File: src/include/pha_pkg.sv
// =============================================================
// alert profile constants and carriers
package pha_pkg;

	// =============================================================
	// register command codes
	localparam logic [7:0] ADDR_STATUS  = 8'h3a;
	localparam logic [7:0] ADDR_OPTION0 = 8'h3c;
	localparam logic [7:0] ADDR_OPTION1 = 8'h3d;

	// =============================================================
	// field positions
	localparam int THR_MSB = 15;
	localparam int THR_LSB = 10;
	localparam int DEG_MSB = 9;
	localparam int DEG_LSB = 8;
	localparam int SRC_MSB = 6;
	localparam int EXT_BIT = 5;
	localparam int WID_MSB = 4;
	localparam int WID_LSB = 3;
	localparam int CLR_BIT = 2;

	// =============================================================
	// reset values
	localparam logic [5:0]  THR_RST = 6'h20;
	localparam logic [1:0]  DEG_RST = 2'h1;
	localparam logic [6:0]  SRC_RST = 7'h20;
	localparam logic        EXT_RST = 1'h0;
	localparam logic [1:0]  WID_RST = 2'h2;
	localparam logic        CLR_RST = 1'h1;

	// discharge threshold step, milliamps per code
	localparam logic [15:0] THR_STEP_MA = 16'h0200;
	// sources that survive adapter removal: comparator, discharge, system voltage
	localparam logic [6:0]  SRC_KEEP_NO_ADAPTER = 7'h4c;

	// =============================================================
	// timing, in nanoseconds; cycle counts are derived in the top
	localparam int CLK_PERIOD_NS = 4;
	localparam int T_100US_NS    = 100000;
	localparam int T_1MS_NS      = 1000000;
	localparam int T_1P6MS_NS    = 1600000;
	localparam int T_5MS_NS      = 5000000;
	localparam int T_6MS_NS      = 6000000;
	localparam int T_10MS_NS     = 10000000;
	localparam int T_12MS_NS     = 12000000;
	localparam int T_20US_NS     = 20000;
	localparam int CNT_W         = 22;

	typedef struct packed {
		logic cmp;
		logic crit;
		logic nom;
		logic dischg;
		logic sysv;
		logic bat;
		logic adp;
	} pha_src_type;

endpackage : pha_pkg

File: src/logic/pha_alert.sv
`timescale 1ns/10ps
// Operation
// - discharge threshold is six bits, 512 mA per step, 0 to 32256 mA.
// - discharge event when measured discharge current exceeds the threshold.
// - discharge threshold resets to code 100000, 16384 mA.
// - discharge deglitch select: 1.6 ms, 100 us default, 6 ms, 12 ms.
// - with adapter present, only enabled sources drive alert; all zero disables.
// - adapter removed masks critical, nominal, battery and adapter sources.
// - enable bits 6..0 map comparator to adapter good; only bit 5 resets set.
// - battery source fires on rising edge, adapter source on falling edge.
// - every source triggering during one pulse sets its status bit.
// - status clears on first host read after alert returns high.
// - status clears when alert goes low to start a new pulse.
// - status bits 6..0 report their sources, one means triggered.
// - without extension, pulse holds low at least the selected minimum width.
// - with extension, alert stays low until host writes zero to clear bit.
// - system voltage source triggers after a fixed 20 us deglitch.
module pha_alert
	import pha_pkg::*;
#(
	parameter int DEG_100US_CYC = T_100US_NS / CLK_PERIOD_NS,
	parameter int DEG_1P6MS_CYC = T_1P6MS_NS / CLK_PERIOD_NS,
	parameter int DEG_6MS_CYC   = T_6MS_NS / CLK_PERIOD_NS,
	parameter int DEG_12MS_CYC  = T_12MS_NS / CLK_PERIOD_NS,
	parameter int SYSV_DEG_CYC  = T_20US_NS / CLK_PERIOD_NS,
	parameter int WID_100US_CYC = T_100US_NS / CLK_PERIOD_NS,
	parameter int WID_1MS_CYC   = T_1MS_NS / CLK_PERIOD_NS,
	parameter int WID_5MS_CYC   = T_5MS_NS / CLK_PERIOD_NS,
	parameter int WID_10MS_CYC  = T_10MS_NS / CLK_PERIOD_NS
) (
	input  wire logic        i_core_clk,
	input  wire logic        i_sys_rst,
	input  wire logic        i_reg_wr,
	input  wire logic        i_reg_rd,
	input  wire logic [7:0]  i_reg_cmd,
	input  wire logic [15:0] i_reg_wdata,
	output logic      [15:0] o_reg_rdata,
	output logic             o_reg_rvalid,
	input  wire logic [15:0] i_battery_discharge_current,
	input  wire logic        i_comparator_trip,
	input  wire logic        i_critical_input_current,
	input  wire logic        i_nominal_input_current,
	input  wire logic        i_system_voltage_low,
	input  wire logic        i_battery_present,
	input  wire logic        i_adapter_good,
	output logic             o_processor_hot_alert_n
);
	typedef enum logic {ST_IDLE, ST_ACTIVE} pha_state_type;

	// =============================================================
	// registers
	logic [5:0]     thr_q;
	logic [1:0]     deg_q;
	logic [6:0]     src_en_q;
	logic           ext_q;
	logic [1:0]     wid_q;
	logic           clr_q;
	logic [6:0]     status_q;
	logic           rd_armed_q;
	pha_state_type  state_q;
	logic [CNT_W-1:0] width_cnt_q;
	logic           dischg_over_q;
	logic           bat_prev_q;
	logic           adp_prev_q;

	logic           wr_opt0;
	logic           wr_opt1;
	logic           rd_status;
	logic           clr_write;
	logic [15:0]    thr_ma;
	logic [6:0]     src_eff;
	logic [CNT_W-1:0] deg_limit;
	logic [CNT_W-1:0] wid_limit;
	logic [4:0]     pins_sync;
	logic           dischg_lvl;
	logic           sysv_lvl;
	pha_src_type    raw;
	logic [6:0]     trig;
	logic           any_trig;

	assign wr_opt0   = i_reg_wr && (i_reg_cmd == ADDR_OPTION0);
	assign wr_opt1   = i_reg_wr && (i_reg_cmd == ADDR_OPTION1);
	assign rd_status = i_reg_rd && (i_reg_cmd == ADDR_STATUS);
	assign clr_write = wr_opt0 && !i_reg_wdata[CLR_BIT];

	// =============================================================
	// input conditioning
	pha_sync #(
		.WIDTH (5)
	) u_sync (
		.i_core_clk (i_core_clk),
		.i_sys_rst  (i_sys_rst),
		.i_async    ({i_comparator_trip, i_critical_input_current,
			i_nominal_input_current, i_system_voltage_low, i_battery_present}),
		.o_sync     (pins_sync)
	);

	// adapter good has a synchroniser stage pair of its own
	logic adp_sync;
	pha_sync #(
		.WIDTH (1)
	) u_sync_adp (
		.i_core_clk (i_core_clk),
		.i_sys_rst  (i_sys_rst),
		.i_async    (i_adapter_good),
		.o_sync     (adp_sync)
	);

	assign thr_ma = 16'(thr_q * THR_STEP_MA);

	always_ff @(posedge i_core_clk) begin
		if (i_sys_rst) begin
			dischg_over_q <= 1'b0;
		end else begin
			dischg_over_q <= i_battery_discharge_current > thr_ma;
		end
	end

	always_comb begin
		unique case (deg_q)
			2'h0: deg_limit = CNT_W'(DEG_1P6MS_CYC);
			2'h1: deg_limit = CNT_W'(DEG_100US_CYC);
			2'h2: deg_limit = CNT_W'(DEG_6MS_CYC);
			2'h3: deg_limit = CNT_W'(DEG_12MS_CYC);
		endcase
	end

	pha_deglitch u_deg_dischg (
		.i_core_clk (i_core_clk),
		.i_sys_rst  (i_sys_rst),
		.i_raw      (dischg_over_q),
		.i_limit    (deg_limit),
		.o_level    (dischg_lvl)
	);

	pha_deglitch u_deg_sysv (
		.i_core_clk (i_core_clk),
		.i_sys_rst  (i_sys_rst),
		.i_raw      (pins_sync[1]),
		.i_limit    (CNT_W'(SYSV_DEG_CYC)),
		.o_level    (sysv_lvl)
	);

	always_ff @(posedge i_core_clk) begin
		if (i_sys_rst) begin
			bat_prev_q <= 1'b0;
			adp_prev_q <= 1'b0;
		end else begin
			bat_prev_q <= pins_sync[0];
			adp_prev_q <= adp_sync;
		end
	end

	// =============================================================
	// source selection
	always_comb begin
		raw.cmp    = pins_sync[4];
		raw.crit   = pins_sync[3];
		raw.nom    = pins_sync[2];
		raw.dischg = dischg_lvl;
		raw.sysv   = sysv_lvl;
		raw.bat    = pins_sync[0] && !bat_prev_q;
		raw.adp    = adp_prev_q && !adp_sync;
	end

	// gating uses the previous adapter level so the removal edge itself still counts
	assign src_eff  = adp_prev_q ? src_en_q : (src_en_q & SRC_KEEP_NO_ADAPTER);
	assign trig     = raw & src_eff;
	assign any_trig = |trig;

	// =============================================================
	// register writes
	always_ff @(posedge i_core_clk) begin
		if (i_sys_rst) begin
			thr_q    <= THR_RST;
			deg_q    <= DEG_RST;
			src_en_q <= SRC_RST;
		end else if (wr_opt1) begin
			thr_q    <= i_reg_wdata[THR_MSB:THR_LSB];
			deg_q    <= i_reg_wdata[DEG_MSB:DEG_LSB];
			src_en_q <= i_reg_wdata[SRC_MSB:0];
		end
	end

	always_ff @(posedge i_core_clk) begin
		if (i_sys_rst) begin
			ext_q <= EXT_RST;
			wid_q <= WID_RST;
		end else if (wr_opt0) begin
			ext_q <= i_reg_wdata[EXT_BIT];
			wid_q <= i_reg_wdata[WID_MSB:WID_LSB];
		end
	end

	// clear bit returns to idle once the pulse it released has ended
	always_ff @(posedge i_core_clk) begin
		if (i_sys_rst) begin
			clr_q <= CLR_RST;
		end else if (wr_opt0) begin
			clr_q <= i_reg_wdata[CLR_BIT];
		end else if (state_q == ST_IDLE) begin
			clr_q <= CLR_RST;
		end
	end

	always_comb begin
		unique case (wid_q)
			2'h0: wid_limit = CNT_W'(WID_100US_CYC);
			2'h1: wid_limit = CNT_W'(WID_1MS_CYC);
			2'h2: wid_limit = CNT_W'(WID_10MS_CYC);
			2'h3: wid_limit = CNT_W'(WID_5MS_CYC);
		endcase
	end

	// =============================================================
	// pulse sequencing
	always_ff @(posedge i_core_clk) begin
		if (i_sys_rst) begin
			state_q                 <= ST_IDLE;
			width_cnt_q             <= '0;
			o_processor_hot_alert_n <= 1'b1;
		end else begin
			unique case (state_q)
				ST_IDLE: begin
					if (any_trig) begin
						state_q                 <= ST_ACTIVE;
						width_cnt_q             <= CNT_W'(1);
						o_processor_hot_alert_n <= 1'b0;
					end
				end
				ST_ACTIVE: begin
					if (width_cnt_q < wid_limit) begin
						width_cnt_q <= width_cnt_q + CNT_W'(1);
					end
					if (ext_q ? clr_write : (width_cnt_q >= wid_limit && !any_trig)) begin
						state_q                 <= ST_IDLE;
						o_processor_hot_alert_n <= 1'b1;
					end
				end
			endcase
		end
	end

	// =============================================================
	// event status
	always_ff @(posedge i_core_clk) begin
		if (i_sys_rst) begin
			status_q   <= '0;
			rd_armed_q <= 1'b0;
		end else if (state_q == ST_IDLE && any_trig) begin
			status_q   <= trig;
			rd_armed_q <= 1'b0;
		end else if (state_q == ST_ACTIVE) begin
			status_q   <= status_q | trig;
			rd_armed_q <= 1'b1;
		end else if (rd_status && rd_armed_q) begin
			status_q   <= '0;
			rd_armed_q <= 1'b0;
		end
	end

	// =============================================================
	// read data, one cycle after the strobe
	always_ff @(posedge i_core_clk) begin
		if (i_sys_rst) begin
			o_reg_rdata  <= '0;
			o_reg_rvalid <= 1'b0;
		end else begin
			o_reg_rvalid <= i_reg_rd;
			unique case (i_reg_cmd)
				ADDR_STATUS:  o_reg_rdata <= {9'h000, status_q};
				ADDR_OPTION0: o_reg_rdata <= {10'h000, ext_q, wid_q, clr_q, 2'h0};
				ADDR_OPTION1: o_reg_rdata <= {thr_q, deg_q, 1'b0, src_en_q};
				default:      o_reg_rdata <= '0;
			endcase
		end
	end

	logic [CNT_W-1:0] low_cnt_q;
	always_ff @(posedge i_core_clk) begin
		if (i_sys_rst || o_processor_hot_alert_n) begin
			low_cnt_q <= '0;
		end else begin
			low_cnt_q <= low_cnt_q + CNT_W'(1);
		end
	end
endmodule : pha_alert

File: src/logic/pha_sync.sv
`timescale 1ns/10ps
// =============================================================
// two-stage synchroniser for asynchronous levels
module pha_sync #(
	parameter int WIDTH = 1
) (
	input  wire logic             i_core_clk,
	input  wire logic             i_sys_rst,
	input  wire logic [WIDTH-1:0] i_async,
	output logic      [WIDTH-1:0] o_sync
);
	logic [WIDTH-1:0] meta_q;

	always_ff @(posedge i_core_clk) begin
		if (i_sys_rst) begin
			meta_q <= '0;
			o_sync <= '0;
		end else begin
			meta_q <= i_async;
			o_sync <= meta_q;
		end
	end
endmodule : pha_sync

File: src/logic/pha_deglitch.sv
`timescale 1ns/10ps
// =============================================================
// level qualifier: output rises after input held high i_limit cycles
module pha_deglitch
	import pha_pkg::*;
#(
	parameter int W = CNT_W
) (
	input  wire logic         i_core_clk,
	input  wire logic         i_sys_rst,
	input  wire logic         i_raw,
	input  wire logic [W-1:0] i_limit,
	output logic              o_level
);
	logic [W-1:0] cnt_q;

	// any low sample restarts the qualification, so glitches never pass
	always_ff @(posedge i_core_clk) begin
		if (i_sys_rst || !i_raw) begin
			cnt_q   <= '0;
			o_level <= 1'b0;
		end else if (cnt_q >= i_limit) begin
			o_level <= 1'b1;
		end else begin
			cnt_q <= cnt_q + W'(1);
		end
	end
endmodule : pha_deglitch

File: config.mk
export PLATFORM = sky130hd
export DESIGN_NAME = pha_alert
export DESIGN_NICKNAME = d
export VERILOG_FILES = /design/src/include/pha_pkg.sv /design/src/logic/pha_alert.sv /design/src/logic/pha_sync.sv /design/src/logic/pha_deglitch.sv
export SDC_FILE = /design/constraint.sdc
export NUM_CORES = 1
export LEC_CHECK = 0
export BUFFER_PORTS_ARGS = -buffer_cell sky130_fd_sc_hd__buf_2
export CORE_ASPECT_RATIO = 0.7
export CORE_MARGIN = 3
export CORE_UTILIZATION = 60
export CTS_BUF_LIST = sky130_fd_sc_hd__clkbuf_16
export DETAILED_ROUTE_END_ITERATION = 12
export GPL_TIMING_DRIVEN = 0
export HOLD_SLACK_MARGIN = 0.1
export PLACE_DENSITY = 0.81
export SLEW_MARGIN = 25
export SYNTH_ARGS = -nofsm -noshare
export SYNTH_HDL_FRONTEND = slang
export SYNTH_SLANG_ARGS = --single-unit
export TNS_END_PERCENT = 1
File: constraint.sdc
create_clock -name i_core_clk -period 4.7 [get_ports i_core_clk]
set_input_delay 0.235 -clock i_core_clk [delete_from_list [all_inputs] [get_ports i_core_clk]]
set_output_delay 0.235 -clock i_core_clk [all_outputs]
set_load 0.01 [all_outputs]
==> impl_results.md, run 1 <==
* Status: complete, no violations
* Pins Over Slew Limit at 0
* Startpoint class of the critical path: flop
* Combinational power share at 3.6%
* Mapped Cells at 730
* Clock-pin slew on the worst setup and hold paths at 0.06 ns
* Initial antenna violation count at 0
* Skew final at 0.00931 ns
* Top cell type's share of synthesized area at 40.7%
* Post-Route WL at 17400 µm
* Mapped cell area at 6300 µm²
* Grt total ovfl at 0
* Critical path class: flop to flop
* Fillers at 673
* Footprint of the multi-input gates at 3460 µm²
* Worst-path maximum fanout at 10
* Cts bufs inserted at 17
* Pleak at 2.79 nW
* Root buf cell: clkbuf_16
* CTS-repair resized insts at 0
* Worst EP required at 5.04 ns
* Clk_lat worst skew at 0.42 ns
* Area Growth Syn to Fin at 20.1%
* Die height at 91.7 µm
* Final Wtd Congestion at 0.921
* Antenna fix cells at 0
* Relative slew slack at 47.2%
* Synth area leaders: dfxtp_1 (41%), ha_1 (8.9%), a21oi_1 (6.1%), nand3_1 (3.7%), o31ai_1 (3.6%)
* I/O pin count at 68
* Unique masters post-synth at 59
* Largest net degree at the start of global routing at 17
* Pint at 1.93 mW
* Via count at 6106
* Die W at 128 µm
* Initial DRC count at 671
* Layout Cells excl Fill at 973
* Yosys warnings at 0
* RSZ-0062 raised after global routing: false
* FFs w/ async S/R, synth at 0%
* Clock sinks at 128
* Critical Path AT at 3.64 ns
* Sequential power share at 43.5%
* Pwr/cell area at 334 nW/µm²
* PortBufs at 65
* H-tree levels at 4
* Total power at 2.52 mW
* Worst slew pin tran at 0.787 ns
* Hold slack at 0.117 ns
* First-pass GRT wire length at 28400 µm
* Tmin final at 3.31 ns
* Clock network power share at 52.8%
* TritonCTS clock tree: built
* Starting Density at 63.3%
* Worst min path class: input port to flop
* Most common cell after layout, fill and taps aside: dfxtp_1
* Syn Nets at 825
* Setup TNS at 0 ns
* Post-CTS Setup Bufs at 0
* Row cnt at 30
* Net Sw Frac at 23.4%
* Commonest non-fill, non-tap cells in the layout: dfxtp_1 (128), a21oi_1 (77), buf_2 (68)
* Post-synthesis register bit count at 128
* Main synth FF type: dfxtp_1
* Crit share post-route at 70.3%
* Sequential element share of the synthesized area at 40.7%
* Wire length per cell at 17.9 µm
* Count of final hold-check violations at 0
* Placed insts at 923
* DRT antenna net count at 0
* EDFF count, synth at 0
* Die ar. at 11800 µm²
* Final setup violation count at 0
* Share of cells above drive strength 1 at 13.6%
* Total track usage at 29.8%
* Worst IR drop on VDD at 0.284 mV
* Vias in the first global route at 6031
* Area leader, netlist: dfxtp_1
* Post-layout nets at 927
* Max Buffers Root-to-Sink at 2
* CP Capture Type: flop
* Post-Place Cell Area at 6780 µm²
* Sw Pwr at 0.591 mW
* Sequential cell area at 2560 µm²
* Max-Cap Viols at 0
* Total DRC errors in the routed layout at 0
* Avg Cell Area, Syn at 8.62 µm²
* Hold_buf cts at 18
* Reg2reg setup slack at 1.39 ns
* Vias per cell at 6.28
* Max Clock Freq at 303 MHz
* DP HPWL at 12000 µm
* Core outline area at 9950 µm²
* Final Cell Area at 7560 µm²
* First-pass detailed-route iteration total at 7
## sequential cells by signal (all words and copies together), names as in the netlist
name                     count
o_processor_hot_alert_n      1
u_sync_adp.o_sync            1
deg_q                        2
state_q                      1
u_deg_dischg.o_level         1
u_deg_dischg.cnt_q          22
u_deg_sysv.cnt_q            22
o_reg_rvalid                 1
clr_q                        1
status_q                     7
u_sync_adp.meta_q            1
u_sync.meta_q                5
adp_prev_q                   1
wid_q                        2
u_deg_sysv.o_level           1
u_sync.o_sync                5
ext_q                        1
src_en_q                     7
bat_prev_q                   1
width_cnt_q                 22
rd_armed_q                   1
dischg_over_q                1
thr_q                        6
o_reg_rdata                 15
## synthesized netlist by cell type, drive strengths merged, types with 4 or more instances
cell and number:
o31ai 30, a21oi 79, nor2 42, or2 4, o2bb2ai 4, o21ai 21, nand2 56, xnor2 5
xor2 6, nand2b 8, or4 30, nor3 10, a21o 4, buf 7, nand3 47, and2 19
ha 45, a22oi 9, nor2b 21, a2111oi 5, clkbuf 25, or3 4, o21a 4, nand4 17
inv 35, nor4 9, dfxtp 128, a211o 5, a211oi 8, and3 11
## cell type report
| type | count | area share [%] |
|---|---|---|
| clock inverter | 15 | 2.25 |
| sequential | 128 | 33.9 |
| tap | 128 | 2.12 |
| clock buffer | 17 | 5.63 |
| timing repair buffer | 83 | 6.69 |
| multi-input combinational | 535 | 45.8 |
| buffer | 32 | 1.89 |
| inverter | 35 | 1.74 |
## final timing paths
check,from,to,depth (start not counted)
worst min register to register,u_sync_adp.meta_q,u_sync_adp.o_sync,1
worst min-delay path,i_reg_wdata[14],thr_q[4],3
worst max-delay path,deg_q[0],u_deg_dischg.cnt_q[1],13
worst max register to register,deg_q[0],u_deg_dischg.cnt_q[1],13
## metal layers
layer | routed length (µm) | global-route usage (%) | part of all wire (%)
met2 | 8010 | 48.4 | 46
met3 | 1470 | 5.88 | 8.4
met5 | 0 | 0 | 0
met1 | 7480 | 38.7 | 43
met4 | 420 | 12.2 | 2.4
## per-stage QoR
| step | util, % | worst slack, ns |
|---|---|---|
| floorplan | - | 2.01 |
| detailed placement | 68.2 | 1.52 |
| CTS | 76.0 | 1.42 |
| global placement | 68.2 | 1.56 |
| finish | 76.0 | 1.39 |
| global route | 76.0 | 1.15 |
## logic make-up after synthesis
family          after synthesis  share of synthesized area (%)
simple gates                291                           25.2
compound gates              185                           18.9
flops                       128                           40.7
buf+inv                      67                           4.35
fa+ha+maj                    45                           8.94
xor+xnor                     11                           1.53
mux                           2                          0.318
other cells                   1                         0.0596
## worst max-delay path: stages, from the launching register on
cell and delay (ns):
dfxtp_1 0.48, inv_1 0.10, ha_1 0.24, inv_1 0.10
o21ai_0 0.15, ha_1 0.33, a21oi_1 0.07, o21ai_1 0.24
o21ba_2 0.20, o21a_1 0.17, clkbuf_1 0.34, clkbuf_1 0.41
o21ai_0 0.20, a21oi_1 0.20
## power groups by stage
stage | logic (mW) | clock network, mW | registers (mW)
finish | 0.0911 | 1.33 | 1.10
global route | 0.0978 | 1.39 | 1.10
CTS | 0.0881 | 1.33 | 1.10
detailed placement | 0.0759 | 0 | 1.12
global placement | 0.0726 | 0 | 1.12
floorplan | 0.0387 | 0 | 1.12
Note: power is estimated with default switching activity, not from simulation.
==> inputs of run 2 (changes only) <==
- ABC_AREA: default -> 1
- CORE_UTILIZATION: 60 -> 54
- PLACE_DENSITY: 0.81 -> 0.77
- clock period: 4.7 -> 2.8 ns (I/O delays scaled with it)
==> impl_results.md, run 2 <==
* Status: complete, no violations
* Initial antenna violation count at 0 (unchanged)
* CP max stage delay at 0.39 ns (-0.09 ns)
* Crit path buffers/inverters at 5 (+1)
* Top flop regs: u_deg_dischg.cnt_q: 22 flops, u_deg_sysv.cnt_q: 22 flops, width_cnt_q: 22 flops
* Post-layout nets at 1173 (+27%)
* Setup TNS at 0 ns (unchanged)
* Pwr/cell area at 500 nW/µm² (+50%)
* First-pass GRT wire length at 30200 µm (+6.6%)
* Area Growth Syn to Fin at 19.3%
* Commonest non-fill, non-tap cells in the layout: nand2_1 (204), dfxtp_1 (127), inv_1 (125)
* Origin of the critical flop-to-flop path: deg_q[1]
* Via count at 6752 (+11%)
* Clock-pin slew on the worst setup and hold paths at 0.06 ns (about the same)
* Total track usage at 26.8% (-3.0 points)
* Post-Route WL at 18500 µm (+6.7%)
* Cts bufs inserted at 17 (unchanged)
* Worst reg2reg path depth at 14 (+1)
* DRT antenna net count at 0 (unchanged)
* FFs w/ async S/R, synth at 0% (unchanged)
* Root buf cell: clkbuf_16
* Cell at the slowest stage of the critical path: dfxtp_1
* Main synth FF type: dfxtp_1
* Relative slew slack at 58.4% (+11 points)
* Max Buffers Root-to-Sink at 2 (unchanged)
* Vias in the first global route at 6095 (+1.1%)
* Final Wtd Congestion at 0.997 (+8.3%)
* Max-Cap Viols at 0 (unchanged)
* Critical path class: flop to flop
* Worst EP required at 3.08 ns (-1.96 ns)
* Row cnt at 33 (+10%)
* PortBufs at 64 (-1.5%)
* First-pass detailed-route iteration total at 6 (-1)
* DP HPWL at 13400 µm (+12%)
* I/O pin count at 68 (unchanged)
* Critical-path cell list: inv_1, ha_1, inv_1, ha_1, nand4_1, inv_1, nand2_1, nand3_1, nand2_1, nand4_1, buf_4, buf_2, nand2_1, a21oi_1
* Total DRC errors in the routed layout at 0 (unchanged)
* TritonCTS clock tree: built
* Die W at 141 µm (+9.6%)
* Count of final hold-check violations at 0 (unchanged)
* Cell with the most instances after synthesis: nand2_1
* Top post-synthesis cells by count: nand2_1 (204), dfxtp_1 (128), inv_1 (122)
* Worst IR drop on VDD at 0.445 mV (+57%)
* Post-synthesis register bit count at 128 (unchanged)
* Synth area leaders: dfxtp_1 (37%), nand2_1 (11%), ha_1 (8.2%), inv_1 (6.7%), a21oi_1 (6.1%)
* Tmin final at 2.60 ns (-0.702 ns)
* Wire length per cell at 14.9 µm (-17%)
* Clk_lat worst skew at 0.42 ns (about the same)
* CP Capture Type: flop
* Number of cells on the worst hold path at 4 (+1)
* Core outline area at 12100 µm² (+21%)
* Syn Nets at 1066 (+29%)
* Worst min path class: input port to flop
* Reg2reg end: u_deg_dischg.cnt_q[17]
* Reg2reg setup slack at 0.20 ns (-1.20 ns)
* EDFF count, synth at 0 (unchanged)
* Largest net degree at the start of global routing at 17 (unchanged)
* Hold Path Sink: dischg_over_q
* Starting Density at 56.9% (-6.4 points)
* Worst slew pin tran at 0.624 ns (-0.163 ns)
* Crit share post-route at 93.0% (+23 points)
* Clock sinks at 128 (unchanged)
* Unique masters post-synth at 38 (-36%)
* Final setup violation count at 0 (unchanged)
* CP delay by family, top: simple AND/OR/NAND/NOR gates
* Max Clock Freq at 384 MHz (+27%)
* Pleak at 3.42 nW (+23%)
* Final Util at 67.9% (-8.1 points)
* Sequential element share of the synthesized area at 37.3% (-3.4 points)
* Worst-path maximum fanout at 10 (unchanged)
* Skew final at 0.00801 ns (-0.00130 ns)
* HP Start: i_battery_discharge_current[15]
* Grt total ovfl at 0 (unchanged)
* Die ar. at 14100 µm² (+20%)
* Mapped cell area at 6860 µm² (+9.0%)
* Initial DRC count at 698 (+4.0%)
* Yosys warnings at 0 (unchanged)
* Pins Over Slew Limit at 0 (unchanged)
* Top cell type's share of synthesized area at 37.3% (-3.4 points)
* Critical Path AT at 2.89 ns (-0.75 ns)
* Share of cells above drive strength 1 at 12.1% (-1.5 points)
* Startpoint class of the critical path: flop
* Antenna fix cells at 0 (unchanged)
* Most common cell after layout, fill and taps aside: nand2_1
* Avg Cell Area, Syn at 7.07 µm² (-18%)
* H-tree levels at 4 (unchanged)
* Area leader, netlist: dfxtp_1
* Vias per cell at 5.41 (-14%)
* Mapped Cells at 971 (+33%)
* Die height at 100 µm (+9.4%)
## run 2: cell types whose count changed in the layout (fill, tap and decap cells not counted), sizes merged, moves of 17 or more
cell	before	now
nand3	47	74
xor2	6	24
nor2	42	114
and2	19	2
nand2	56	204
nor2b	21	0
nor3	10	30
inv	43	130
o31ai	30	1
or4	30	0
## run 2: what timing repair did
action                                  CTS  global route
pin swaps                                 0             1
endpoints found under the hold margin    25             0
buffers inserted                          0             2
endpoints found under the setup margin    8            20
hold buffers                             22             0
gates resized for setup                   1             6
## run 2: cells by family after synthesis
group,count (synthesis),share of synthesized area (%)
flip-flops,128,37.3
XOR/XNOR,39,4.98
other,1,0.0546
buffers and inverters,161,9.43
adder cells (fa/ha/maj),45,8.20
AND/OR/NAND/NOR,460,29.2
AO/OA/AOI/OAI,137,10.8
## run 2: per-stage QoR
stage,std cells,area [µm²],total power [mW],hold slack (ns),setup WS [ns]
2_1_floorplan,971,6860,1.94,0.247,0.609
3_3_place_gp,1192,7380,2.01,0.347,0.0947
3_5_place_dp,1192,7380,2.01,0.352,0.0361
4_1_cts,1246,8160,4.11,0.127,0.0994
5_1_grt,1248,8190,4.21,0.158,-0.00792
6_report,1248,8190,4.09,0.136,0.196
## run 2: layout make-up
class,count,area (µm²)
buffer,33,171
clock buffer,17,425
clock inverter,15,131
fill,1014,3870
inverter,128,480
multi-input combinational,682,3660
sequential,128,2560
tap,157,196
timing repair buffer,88,556
## run 2: layer usage
metal	vias up	track usage (%)	routed length, µm
met4	0	7.00	333
li1	3360	-	-
met1	3013	40.3	8850
met3	35	8.29	2160
met5	-	0	0
met2	344	36.9	7200
## run 2: worst max-delay path by stage
stage,to,depth (start not counted),from,slack (ns)
4_1_cts,u_deg_dischg.cnt_q[7],12,deg_q[0],0.1
5_1_grt,u_deg_dischg.cnt_q[6],14,deg_q[1],-0.008
3_5_place_dp,u_deg_dischg.cnt_q[7],12,deg_q[0],0.04
2_1_floorplan,u_deg_dischg.cnt_q[15],13,deg_q[0],0.61
6_report,u_deg_dischg.cnt_q[17],14,deg_q[1],0.20
3_3_place_gp,u_deg_dischg.cnt_q[7],12,deg_q[0],0.09
## run 2: power breakdown
part / leakage (nW) / switching (mW) / internal, mW
sequential: 1.03 / 0.00631 / 1.84
clock: 0.285 / 0.810 / 1.29
combinational: 2.10 / 0.0882 / 0.0681
total: 3.42 / 0.904 / 3.19
## run 2: tightest hold or removal path: cells and delay by family
kind,cells,cell delay [ns]
and+or+nand+nor,2,0.22
AOI/OAI and AO/OA,1,0.06
buffers and inverters,1,0.09
